File: src/core/seg_display_defines.svh
// Register offsets, field positions, codes and timing for the display control block.
`ifndef SEG_DISPLAY_DEFINES_SVH
`define SEG_DISPLAY_DEFINES_SVH
// Register addresses.
`define ADDR_MODE_CTRL 16'h2400
`define ADDR_SUPPLY 16'h2401
`define ADDR_BATTERY 16'h2402
`define ADDR_OVERRIDE 16'h240c
`define ADDR_CONTRAST 16'h240d
`define ADDR_MAP_BASE 16'h2410
`define ADDR_SEG_BASE 16'h2480
// Field positions.
`define BIT_ENABLE 7
`define FLD_MUX 6:4
`define BIT_ALLCOM 3
`define FLD_CLK 1:0
`define FLD_VMODE 7:6
`define BIT_BAT 7
`define BIT_ALL_ON 0
`define BIT_ALL_OFF 1
`define BIT_CLEAR 2
`define FLD_CONTRAST 4:0
`define RST_BYTE 8'h00
// Supply source codes.
`define VMODE_EXT 2'b11
`define VMODE_BOOST 2'b10
`define VMODE_DAC 2'b01
`define VMODE_NONE 2'b00
// Multiplex and bias codes.
`define MUX_4_THIRD 3'b000
`define MUX_3_THIRD 3'b001
`define MUX_2_HALF 3'b010
`define MUX_3_HALF 3'b011
`define MUX_STATIC 3'b100
`define MUX_5_THIRD 3'b101
`define MUX_6_THIRD 3'b110
// Shared pins that become commons 4 and 5.
`define PIN_COM4 27
`define PIN_COM5 26
// Base frame tick period and its cycle count at 50 MHz.
`define CLK_PERIOD_NS 20
`define FRAME_TICK_NS 20480
`define FRAME_TICK_CYC (`FRAME_TICK_NS / `CLK_PERIOD_NS)
`endif

File: src/core/seg_display_pkg.sv
// Types shared by the display control modules.
package seg_display_pkg;
  typedef enum logic [1:0] {BIAS_STATIC, BIAS_HALF, BIAS_THIRD} bias_t;
  typedef logic [5:0] seg_word_t;
endpackage

File: src/core/frame_tick_gen.sv
// Frame tick divider selected by the frame clock setting.
`timescale 1ns/100ps
`default_nettype none
module frame_tick_gen
  import seg_display_pkg::*;
#(
  parameter int BASE_DIV = 1024
) (
  input wire logic core_clk,
  input wire logic rst_b,
  input wire logic [1:0] frame_clock_select,
  output logic tick_q
);
  // ************************************************************
  // Divider
  // ************************************************************
  logic [15:0] cnt_q;
  logic [15:0] limit;

  initial begin
    if (BASE_DIV < 1 || BASE_DIV * 8 > 65535) begin
      $error("BASE_DIV out of range");
    end
  end

  // Slower settings double the period per step.
  assign limit = 16'(BASE_DIV << frame_clock_select) - 16'h0001;

  // Count core cycles and pulse once per period.
  always_ff @(posedge core_clk or negedge rst_b) begin
    if (!rst_b) begin
      cnt_q <= 16'h0000;
      tick_q <= 1'b0;
    end else if (cnt_q >= limit) begin
      cnt_q <= 16'h0000;
      tick_q <= 1'b1;
    end else begin
      cnt_q <= cnt_q + 16'h0001;
      tick_q <= 1'b0;
    end
  end
endmodule
`default_nettype wire

File: src/core/supply_mux_decode.sv
// Decodes supply source and multiplex settings into enables and common usage.
`timescale 1ns/100ps
`default_nettype none
`include "seg_display_defines.svh"
module supply_mux_decode
  import seg_display_pkg::*;
(
  input wire logic [1:0] supply_source_select,
  input wire logic [2:0] mux_bias_select,
  input wire logic force_all_commons,
  input wire logic map_26,
  input wire logic map_27,
  output logic external_supply_flag,
  output logic contrast_dac_enable,
  output logic doubler_enable,
  output logic [2:0] com_count,
  output bias_t bias,
  output logic pin26_com,
  output logic pin27_com
);
  // Supply source decode.
  always_comb begin
    external_supply_flag = 1'b0;
    contrast_dac_enable = 1'b0;
    doubler_enable = 1'b0;
    unique case (supply_source_select)
      `VMODE_EXT: external_supply_flag = 1'b1;
      `VMODE_BOOST: begin
        contrast_dac_enable = 1'b1;
        doubler_enable = 1'b1;
      end
      `VMODE_DAC: contrast_dac_enable = 1'b1;
      `VMODE_NONE: ;
    endcase
  end

  // Multiplex and bias decode; the unused code falls back to four commons.
  always_comb begin
    com_count = 3'h4;
    bias = BIAS_THIRD;
    unique case (mux_bias_select)
      `MUX_4_THIRD: com_count = 3'h4;
      `MUX_3_THIRD: com_count = 3'h3;
      `MUX_2_HALF: begin
        com_count = 3'h2;
        bias = BIAS_HALF;
      end
      `MUX_3_HALF: begin
        com_count = 3'h3;
        bias = BIAS_HALF;
      end
      `MUX_STATIC: begin
        com_count = 3'h1;
        bias = BIAS_STATIC;
      end
      `MUX_5_THIRD: com_count = 3'h5;
      `MUX_6_THIRD: com_count = 3'h6;
      default: com_count = 3'h4;
    endcase
  end

  // Shared pins turn into commons by mode or by the force bit with map set.
  assign pin27_com = (mux_bias_select == `MUX_5_THIRD) |
                     (mux_bias_select == `MUX_6_THIRD) |
                     (force_all_commons & map_27);
  assign pin26_com = (mux_bias_select == `MUX_6_THIRD) |
                     (force_all_commons & map_26);
endmodule
`default_nettype wire

File: src/core/segment_display_control.sv
// Segment display control: registers, supply decode, commons and segment drive.
`timescale 1ns/100ps
`default_nettype none
`include "seg_display_defines.svh"
module segment_display_control
  import seg_display_pkg::*;
#(
  parameter int NUM_SEG = 56,
  parameter int NUM_COM = 6,
  parameter int TICK_DIV = `FRAME_TICK_CYC
) (
  input wire logic core_clk,
  input wire logic rst_b,
  input wire logic [15:0] reg_addr,
  input wire logic [7:0] reg_wdata,
  input wire logic reg_wr,
  input wire logic reg_rd,
  input wire logic battery_mode,
  output logic [7:0] reg_rdata_q,
  output logic ext_supply_q,
  output logic dac_enable_q,
  output logic doubler_q,
  output logic battery_source_q,
  output logic [4:0] dac_level_q,
  output logic bias_ground_q,
  output bias_t bias_q,
  output logic [2:0] com_count_q,
  output logic [NUM_COM-1:0] com_drive_q,
  output logic [NUM_COM-1:0] com_idle_q,
  output logic [NUM_COM-1:0] com_ground_q,
  output logic pin26_com_q,
  output logic pin27_com_q,
  output logic [NUM_SEG-1:0] seg_on_q,
  output logic [NUM_SEG-1:0] seg_ground_q
);
  // ************************************************************
  // Configuration registers
  // ************************************************************
  localparam int MAP_BYTES = (NUM_SEG + 7) / 8;

  logic enable_q;
  logic [2:0] mux_q;
  logic allcom_q;
  logic [1:0] clk_sel_q;
  logic [1:0] vmode_q;
  logic bat_force_q;
  logic all_on_q;
  logic all_off_q;
  logic clear_q;
  logic [4:0] contrast_q;
  logic [MAP_BYTES*8-1:0] map_q;
  seg_word_t seg_data_q [NUM_SEG];
  logic [2:0] phase_q;
  logic tick;

  initial begin
    if (NUM_SEG < 28 || NUM_SEG > 64 || NUM_COM != 6) begin
      $error("Unsupported segment or common count");
    end
  end

  // Mode control byte.
  always_ff @(posedge core_clk or negedge rst_b) begin
    if (!rst_b) begin
      enable_q <= 1'b0;
      mux_q <= 3'h0;
      allcom_q <= 1'b0;
      clk_sel_q <= 2'h0;
    end else if (reg_wr && reg_addr == `ADDR_MODE_CTRL) begin
      enable_q <= reg_wdata[`BIT_ENABLE];
      mux_q <= reg_wdata[`FLD_MUX];
      allcom_q <= reg_wdata[`BIT_ALLCOM];
      clk_sel_q <= reg_wdata[`FLD_CLK];
    end
  end

  // Supply and battery select bytes.
  always_ff @(posedge core_clk or negedge rst_b) begin
    if (!rst_b) begin
      vmode_q <= 2'h0;
      bat_force_q <= 1'b0;
    end else if (reg_wr && reg_addr == `ADDR_SUPPLY) begin
      vmode_q <= reg_wdata[`FLD_VMODE];
    end else if (reg_wr && reg_addr == `ADDR_BATTERY) begin
      bat_force_q <= reg_wdata[`BIT_BAT];
    end
  end

  // Global override and contrast bytes.
  always_ff @(posedge core_clk or negedge rst_b) begin
    if (!rst_b) begin
      all_on_q <= 1'b0;
      all_off_q <= 1'b0;
      clear_q <= 1'b0;
      contrast_q <= 5'h00;
    end else if (reg_wr && reg_addr == `ADDR_OVERRIDE) begin
      all_on_q <= reg_wdata[`BIT_ALL_ON];
      all_off_q <= reg_wdata[`BIT_ALL_OFF];
      clear_q <= reg_wdata[`BIT_CLEAR];
    end else if (reg_wr && reg_addr == `ADDR_CONTRAST) begin
      contrast_q <= reg_wdata[`FLD_CONTRAST];
    end
  end

  // ************************************************************
  // Per-segment map, data and drive
  // ************************************************************
  genvar gi;
  generate
    for (gi = 0; gi < MAP_BYTES; gi++) begin : g_map
      // One byte of the pin display map.
      always_ff @(posedge core_clk or negedge rst_b) begin
        if (!rst_b) begin
          map_q[gi*8 +: 8] <= `RST_BYTE;
        end else if (reg_wr && reg_addr == `ADDR_MAP_BASE + 16'(gi)) begin
          map_q[gi*8 +: 8] <= reg_wdata;
        end
      end
    end
    for (gi = 0; gi < NUM_SEG; gi++) begin : g_seg
      logic as_com;
      assign as_com = (gi == `PIN_COM4 && pin27_com_q) ||
                      (gi == `PIN_COM5 && pin26_com_q);
      // Segment data; clear wins over a write and spares unmapped pins.
      always_ff @(posedge core_clk or negedge rst_b) begin
        if (!rst_b) begin
          seg_data_q[gi] <= 6'h00;
        end else if (clear_q && map_q[gi]) begin
          seg_data_q[gi] <= 6'h00;
        end else if (reg_wr && reg_addr == `ADDR_SEG_BASE + 16'(gi)) begin
          seg_data_q[gi] <= reg_wdata[5:0];
        end
      end
      // Segment drive for the active common; overrides leave data alone.
      always_ff @(posedge core_clk or negedge rst_b) begin
        if (!rst_b) begin
          seg_on_q[gi] <= 1'b0;
          seg_ground_q[gi] <= 1'b0;
        end else begin
          seg_ground_q[gi] <= !enable_q && map_q[gi];
          if (as_com) begin
            seg_on_q[gi] <= 1'b0;
          end else if (all_on_q) begin
            seg_on_q[gi] <= 1'b1;
          end else if (all_off_q) begin
            seg_on_q[gi] <= 1'b0;
          end else begin
            seg_on_q[gi] <= seg_data_q[gi][phase_q];
          end
        end
      end
    end
    for (gi = 0; gi < NUM_COM; gi++) begin : g_com
      logic avail;
      logic map_ok;
      assign avail = (gi < 4) || (gi == 4 && pin27_com_q) ||
                     (gi == 5 && pin26_com_q);
      assign map_ok = (gi < 4) || (gi == 4 && map_q[`PIN_COM4]) ||
                      (gi == 5 && map_q[`PIN_COM5]);
      // Common drive; commons beyond the mode idle at segment-off level.
      always_ff @(posedge core_clk or negedge rst_b) begin
        if (!rst_b) begin
          com_drive_q[gi] <= 1'b0;
          com_idle_q[gi] <= 1'b0;
          com_ground_q[gi] <= 1'b0;
        end else begin
          com_drive_q[gi] <= enable_q && avail && phase_q == 3'(gi);
          com_idle_q[gi] <= enable_q && avail && 3'(gi) >= com_count_q;
          com_ground_q[gi] <= !enable_q && avail && map_ok;
        end
      end
    end
  endgenerate

  // ************************************************************
  // Decode, frame timing and supply outputs
  // ************************************************************
  logic ext_d;
  logic dac_en_d;
  logic dbl_d;
  logic [2:0] com_count_d;
  bias_t bias_d;
  logic p26_d;
  logic p27_d;

  supply_mux_decode u_decode (
    .supply_source_select(vmode_q),
    .mux_bias_select(mux_q),
    .force_all_commons(allcom_q),
    .map_26(map_q[`PIN_COM5]),
    .map_27(map_q[`PIN_COM4]),
    .external_supply_flag(ext_d),
    .contrast_dac_enable(dac_en_d),
    .doubler_enable(dbl_d),
    .com_count(com_count_d),
    .bias(bias_d),
    .pin26_com(p26_d),
    .pin27_com(p27_d)
  );

  frame_tick_gen #(.BASE_DIV(TICK_DIV)) u_tick (
    .core_clk(core_clk),
    .rst_b(rst_b),
    .frame_clock_select(clk_sel_q),
    .tick_q(tick)
  );

  // Registered decode results and supply routing.
  always_ff @(posedge core_clk or negedge rst_b) begin
    if (!rst_b) begin
      ext_supply_q <= 1'b0;
      dac_enable_q <= 1'b0;
      doubler_q <= 1'b0;
      battery_source_q <= 1'b0;
      dac_level_q <= 5'h00;
      bias_ground_q <= 1'b1;
      bias_q <= BIAS_THIRD;
      com_count_q <= 3'h4;
      pin26_com_q <= 1'b0;
      pin27_com_q <= 1'b0;
    end else begin
      ext_supply_q <= ext_d;
      dac_enable_q <= dac_en_d;
      doubler_q <= dbl_d;
      battery_source_q <= bat_force_q || battery_mode;
      dac_level_q <= ext_d ? 5'h00 : contrast_q;
      bias_ground_q <= !enable_q;
      bias_q <= bias_d;
      com_count_q <= com_count_d;
      pin26_com_q <= p26_d;
      pin27_com_q <= p27_d;
    end
  end

  // Common phase steps once per frame tick and wraps at the common count.
  always_ff @(posedge core_clk or negedge rst_b) begin
    if (!rst_b) begin
      phase_q <= 3'h0;
    end else if (phase_q >= com_count_q) begin
      phase_q <= 3'h0;
    end else if (tick) begin
      phase_q <= (phase_q + 3'h1 >= com_count_q) ? 3'h0 : phase_q + 3'h1;
    end
  end

  // ************************************************************
  // Read port
  // ************************************************************
  logic [7:0] rd_d;
  logic [15:0] seg_off;
  logic [15:0] map_off;
  assign seg_off = reg_addr - `ADDR_SEG_BASE;
  assign map_off = reg_addr - `ADDR_MAP_BASE;

  // Read mux; unmapped addresses return zero.
  always_comb begin
    rd_d = 8'h00;
    if (reg_addr == `ADDR_MODE_CTRL) begin
      rd_d = {enable_q, mux_q, allcom_q, 1'b0, clk_sel_q};
    end else if (reg_addr == `ADDR_SUPPLY) begin
      rd_d = {vmode_q, 6'h00};
    end else if (reg_addr == `ADDR_BATTERY) begin
      rd_d = {bat_force_q, 7'h00};
    end else if (reg_addr == `ADDR_OVERRIDE) begin
      rd_d = {5'h00, clear_q, all_off_q, all_on_q};
    end else if (reg_addr == `ADDR_CONTRAST) begin
      rd_d = {3'h0, contrast_q};
    end else if (reg_addr >= `ADDR_MAP_BASE && map_off < 16'(MAP_BYTES)) begin
      rd_d = map_q[map_off[2:0]*8 +: 8];
    end else if (reg_addr >= `ADDR_SEG_BASE && seg_off < 16'(NUM_SEG)) begin
      rd_d = {2'h0, seg_data_q[seg_off[5:0]]};
    end
  end

  // Read data stand in the cycle after the strobe only.
  always_ff @(posedge core_clk or negedge rst_b) begin
    if (!rst_b) begin
      reg_rdata_q <= 8'h00;
    end else begin
      reg_rdata_q <= reg_rd ? rd_d : 8'h00;
    end
  end

  // ************************************************************
  // Assertions
  // ************************************************************
  property p_ext_decode;
    @(posedge core_clk) disable iff (!rst_b)
    vmode_q == `VMODE_EXT |=> ext_supply_q && !dac_enable_q && !doubler_q;
  endproperty
  a_ext_decode: assert property (p_ext_decode)
    else $error("external supply decode wrong");

  property p_ext_ignores_dac;
    @(posedge core_clk) disable iff (!rst_b)
    ext_supply_q |-> dac_level_q == 5'h00;
  endproperty
  a_ext_ignores_dac: assert property (p_ext_ignores_dac)
    else $error("contrast used under external supply");

  property p_bat_force;
    @(posedge core_clk) disable iff (!rst_b)
    bat_force_q |=> battery_source_q;
  endproperty
  a_bat_force: assert property (p_bat_force)
    else $error("battery force not applied");

  property p_doubler;
    @(posedge core_clk) disable iff (!rst_b)
    vmode_q == `VMODE_BOOST |=> doubler_q && dac_enable_q;
  endproperty
  a_doubler: assert property (p_doubler)
    else $error("doubler not running");

  property p_contrast;
    @(posedge core_clk) disable iff (!rst_b)
    reg_wr && reg_addr == `ADDR_CONTRAST |=> contrast_q == $past(reg_wdata[4:0]);
  endproperty
  a_contrast: assert property (p_contrast)
    else $error("contrast code not stored");

  property p_six_com;
    @(posedge core_clk) disable iff (!rst_b)
    mux_q == `MUX_6_THIRD |=> com_count_q == 3'h6 && pin26_com_q && pin27_com_q;
  endproperty
  a_six_com: assert property (p_six_com)
    else $error("six common mode decode wrong");

  property p_five_com;
    @(posedge core_clk) disable iff (!rst_b)
    mux_q == `MUX_5_THIRD |=> pin27_com_q && bias_q == BIAS_THIRD;
  endproperty
  a_five_com: assert property (p_five_com)
    else $error("pin 27 not a common");

  property p_allcom_map;
    @(posedge core_clk) disable iff (!rst_b)
    allcom_q && mux_q != `MUX_6_THIRD |=> pin26_com_q == $past(map_q[`PIN_COM5]);
  endproperty
  a_allcom_map: assert property (p_allcom_map)
    else $error("force commons ignores map");

  property p_disable_ground;
    @(posedge core_clk) disable iff (!rst_b)
    !enable_q |=> bias_ground_q && seg_ground_q == $past(map_q[NUM_SEG-1:0]);
  endproperty
  a_disable_ground: assert property (p_disable_ground)
    else $error("disabled outputs not grounded");

  property p_on_wins;
    @(posedge core_clk) disable iff (!rst_b)
    all_on_q && all_off_q |=> seg_on_q[0] && seg_on_q[NUM_SEG-1];
  endproperty
  a_on_wins: assert property (p_on_wins)
    else $error("all-on lost to all-off");

  property p_off;
    @(posedge core_clk) disable iff (!rst_b)
    all_off_q && !all_on_q |=> seg_on_q == '0;
  endproperty
  a_off: assert property (p_off)
    else $error("blank left segments on");

  property p_clear;
    @(posedge core_clk) disable iff (!rst_b)
    clear_q && map_q[0] |=> seg_data_q[0] == 6'h00;
  endproperty
  a_clear: assert property (p_clear)
    else $error("clear left data");

  c_six_com: cover property (@(posedge core_clk) disable iff (!rst_b)
    mux_q == `MUX_6_THIRD && tick);
  c_both_on: cover property (@(posedge core_clk) disable iff (!rst_b)
    all_on_q && all_off_q);
  c_ext: cover property (@(posedge core_clk) disable iff (!rst_b) ext_supply_q);
endmodule
`default_nettype wire

File: config.mk
export PLATFORM = sky130hd
export DESIGN_NAME = segment_display_control
export DESIGN_NICKNAME = d
export VERILOG_FILES = /design/src/core/seg_display_pkg.sv /design/src/core/frame_tick_gen.sv /design/src/core/supply_mux_decode.sv /design/src/core/segment_display_control.sv
export VERILOG_INCLUDE_DIRS = /design/src /design/src/core
export SDC_FILE = /design/constraint.sdc
export NUM_CORES = 1
export LEC_CHECK = 0
export ABC_AREA = 1
export BUFFER_PORTS_ARGS = -buffer_cell sky130_fd_sc_hd__buf_2
export CORE_ASPECT_RATIO = 2
export CORE_MARGIN = 2
export CORE_UTILIZATION = 45
export DETAILED_ROUTE_END_ITERATION = 6
export PLACE_DENSITY_LB_ADDON = 0.05
export SETUP_SLACK_MARGIN = 0.2
export SLEW_MARGIN = 20
export SYNTH_ARGS = -nofsm -noshare
export SYNTH_HDL_FRONTEND = slang
export SYNTH_HIERARCHICAL = 1
export SYNTH_SLANG_ARGS = --single-unit
export TNS_END_PERCENT = 20
File: constraint.sdc
create_clock -name core_clk -period 8.2 [get_ports core_clk]
set_input_delay 1.64 -clock core_clk [delete_from_list [all_inputs] [get_ports core_clk]]
set_output_delay 1.64 -clock core_clk [all_outputs]
set_load 0.02 [all_outputs]
==> metrics.txt <==
share of cells above drive strength 1 0.118; hold_buf cts 0; Most used DFF post-synth dfrtp_1; CTS buffer count 54; status completed; Lkg Pwr around 16 nW; Synth top cells by count nand2_1 (869), dfrtp_1 (579), o21ai_0 (494); # Post-CTS Setup Buffers 0; fin. max-slew vios 0; Peak VDD IR roughly 0.31 mV; WL met3 approximately 8100 um; max_cap viols 0; top routing layer used met5; port buffer count ~180; RSZ-0062 raised after global routing false; drt initial violations roughly 2800; Mapped Avg Cell Area 7.94 sq um; Placement Rows 133; Worst setup SP type input pin; Total Routed Length about 120000 um; CP arrival between 5 and 6 ns; vias per inst just under 6; top-count cell post-synth nand2_1; required time worst endpoint 8.66 ns; distinct cell type count after synthesis between 40 and 50; layout net count 3845; Slew Limit Headroom 0.249; Die ar. between 60000 and 70000 sq um; Final Hold Viols 0; FF+latch area ~15000 sq um; nature of the critical path endpoint flip-flop; Post-Syn Instances approximately 3700; maximum net fanout on the critical path 42; GRT Residual Overflow 0; # clock sinks just under 600; R2R Path Start phase_q[0]; synth warn 6; synthesized flop and latch total 582; min-delay worst type reg2reg; drt drc 0; DIE HEIGHT roughly 370 um; Vias roughly 27000; Hold Crit Start contrast_q[0]; drt first pass iters 6; core area 65400 sq um; CTS resizes 0; Worst-Skew Late Latency approximately 0.63 ns; antenna-violating nets left 0; Post-DP HPWL 79000 um; Die W about 190 um; number of global-route vias before repair roughly 26000; RePlAce Congestion 0.961; Root Buffer clkbuf_16; final clock skew 0.0154 ns; share of the synthesized area in the top cell type 0.489; Synth area leader dfrtp_1; Worst-path clk slew about 0.070 ns; Fillers 6440; power per standard cell area about 240 nW/um^2; Fin Setup TNS 0 ns; worst hold slack between 0.4 and 0.5 ns; Post-synth EDFFs 0; routed len/inst roughly 25 um; Multi-input gate area 12700 sq um; met2 wire len ~54000 um; starting density of the core 0.453; Max Clk Rate about 200 MHz; Setup Crit Path Kind in2reg; initial antenna violation count 2; pin slew with the least headroom to its limit roughly 1.1 ns; Async SR Flop Fraction 1.00; CP startpoint reg_addr[0]; routed length on met1 ~44000 um; clk buf depth 3; cell area after synthesis 29600 sq um; Tot GR Track Use 0.344; Final min period ~5.0 ns; Mapped Nets roughly 3800; Synth-to-Final Area Change 11.6%; register area share after synthesis 0.492; Synth area leaders dfrtp_1 (49%), nand2_1 (11%), o21ai_0 (8.4%); largest net degree at the start of global routing between 200 and 250; TritonCTS clock tree built; # IOs approximately 180; first-pass GRT wire length roughly 170000 um; # setup viols final 0; Final Cycle Share 0.606; H-tree levels 2
power breakdown:
group          internal, mW  total, mW  switching [mW]
clock network          1.70       2.89            1.19
logic                 0.529       2.08            1.55
registers              3.02       3.06          0.0416
total                  5.25       8.04            2.79
area by class of cell:
cell class / instances / share of cell area
multi-input combinational: 2554 / 0.383
tap: 877 / 0.0332
timing repair buffer: 217 / 0.0369
clock inverter: 27 / 0.0132
antenna: 1 / 0.0000757
sequential: 582 / 0.441
inverter: 387 / 0.0442
clock buffer: 75 / 0.0479
metrics by stage:
| step | std cells | cell area, sq um | total power, mW | setup slack [ns] | utilization |
|---|---|---|---|---|---|
| floorplan | 3731 | 29600 | 4.38 | 5.11 | - |
| global placement | 4617 | 31000 | 5.18 | 2.79 | 0.474 |
| detailed placement | 4617 | 31000 | 5.18 | 2.74 | 0.474 |
| CTS | 4719 | 33000 | 8.08 | 3.40 | 0.505 |
| global route | 4719 | 33000 | 8.41 | 3.07 | 0.505 |
| finish | 4720 | 33000 | 8.04 | 3.23 | 0.505 |
metal layers:
metal | vias to the layer above | track usage
li1 | 12600 | -
met1 | 13300 | 0.424
met2 | 1319 | 0.550
met3 | 330 | 0.0418
met4 | 2 | 0.250
met5 | - | 0
state kept, by name, indices dropped and copies added, names as in the netlist, 6 cells and up:
signal / cells
seg_on_q: 56
u_tick/cnt_q: 16
com_idle_q: 6
reg_rdata_q: 8
map_q: 54
seg_ground_q: 56
com_drive_q: 6
seg_data_q: 336
cells by family after synthesis:
| family | Yosys count | share of synthesized area |
|---|---|---|
| AO/OA/AOI/OAI | 1034 | 0.201 |
| XOR/XNOR | 7 | 0.00207 |
| adder cells (fa/ha/maj) | 20 | 0.00845 |
| buffers and inverters | 595 | 0.0807 |
| flip-flops | 582 | 0.492 |
| other | 2 | 0.000254 |
| AND/OR/NAND/NOR | 1491 | 0.215 |
cells in the final DEF, fill, tap and decap left out, types with 4 or more instances in the layout:
cell	count
nand2_1	868
dfrtp_1	575
o21ai_0	494
inv_1	353
nor2_1	320
o31ai_1	211
buf_2	182
nand3_1	168
o22ai_1	131
a21oi_1	112
clkbuf_16	57
o21ai_1	55
nor2_2	41
nor3_2	35
buf_4	31
inv_2	26
nor3_1	20
ha_1	20
nand4_1	11
bufinv_16	11
clkinv_2	10
clkbuf_8	9
clkbuf_1	9
nor2_4	7
nand2_2	6
a211oi_1	6
a22oi_1	6
clkinvlp_4	6
a31oi_1	4
o31ai_2	4
xor2_1	4
critical path, cell delays in order:
cell and delay (ns):
buf_2 0.17, buf_4 0.27, inv_2 0.43, nand2_2 0.76
buf_4 0.55, nor4_4 0.81, nand2_1 0.31, nand2_1 0.22
inv_1 0.10, nand2_1 0.06, o31ai_1 0.06
path summary, 6_finish.rpt:
check | endpoint | slack (ns) | cells after the start
worst max-delay path | seg_data_q[296] | 3.23 | 11
max in group asynchronous | clear_q | 5.44 | 3
worst min-delay path | contrast_q[0] | 0.48 | 2
min in group asynchronous | seg_data_q[215] | 0.94 | 1
worst min register to register | contrast_q[0] | 0.48 | 2
worst max register to register | seg_on_q[13] | 4.91 | 8
(Power assumes the default switching activity.)
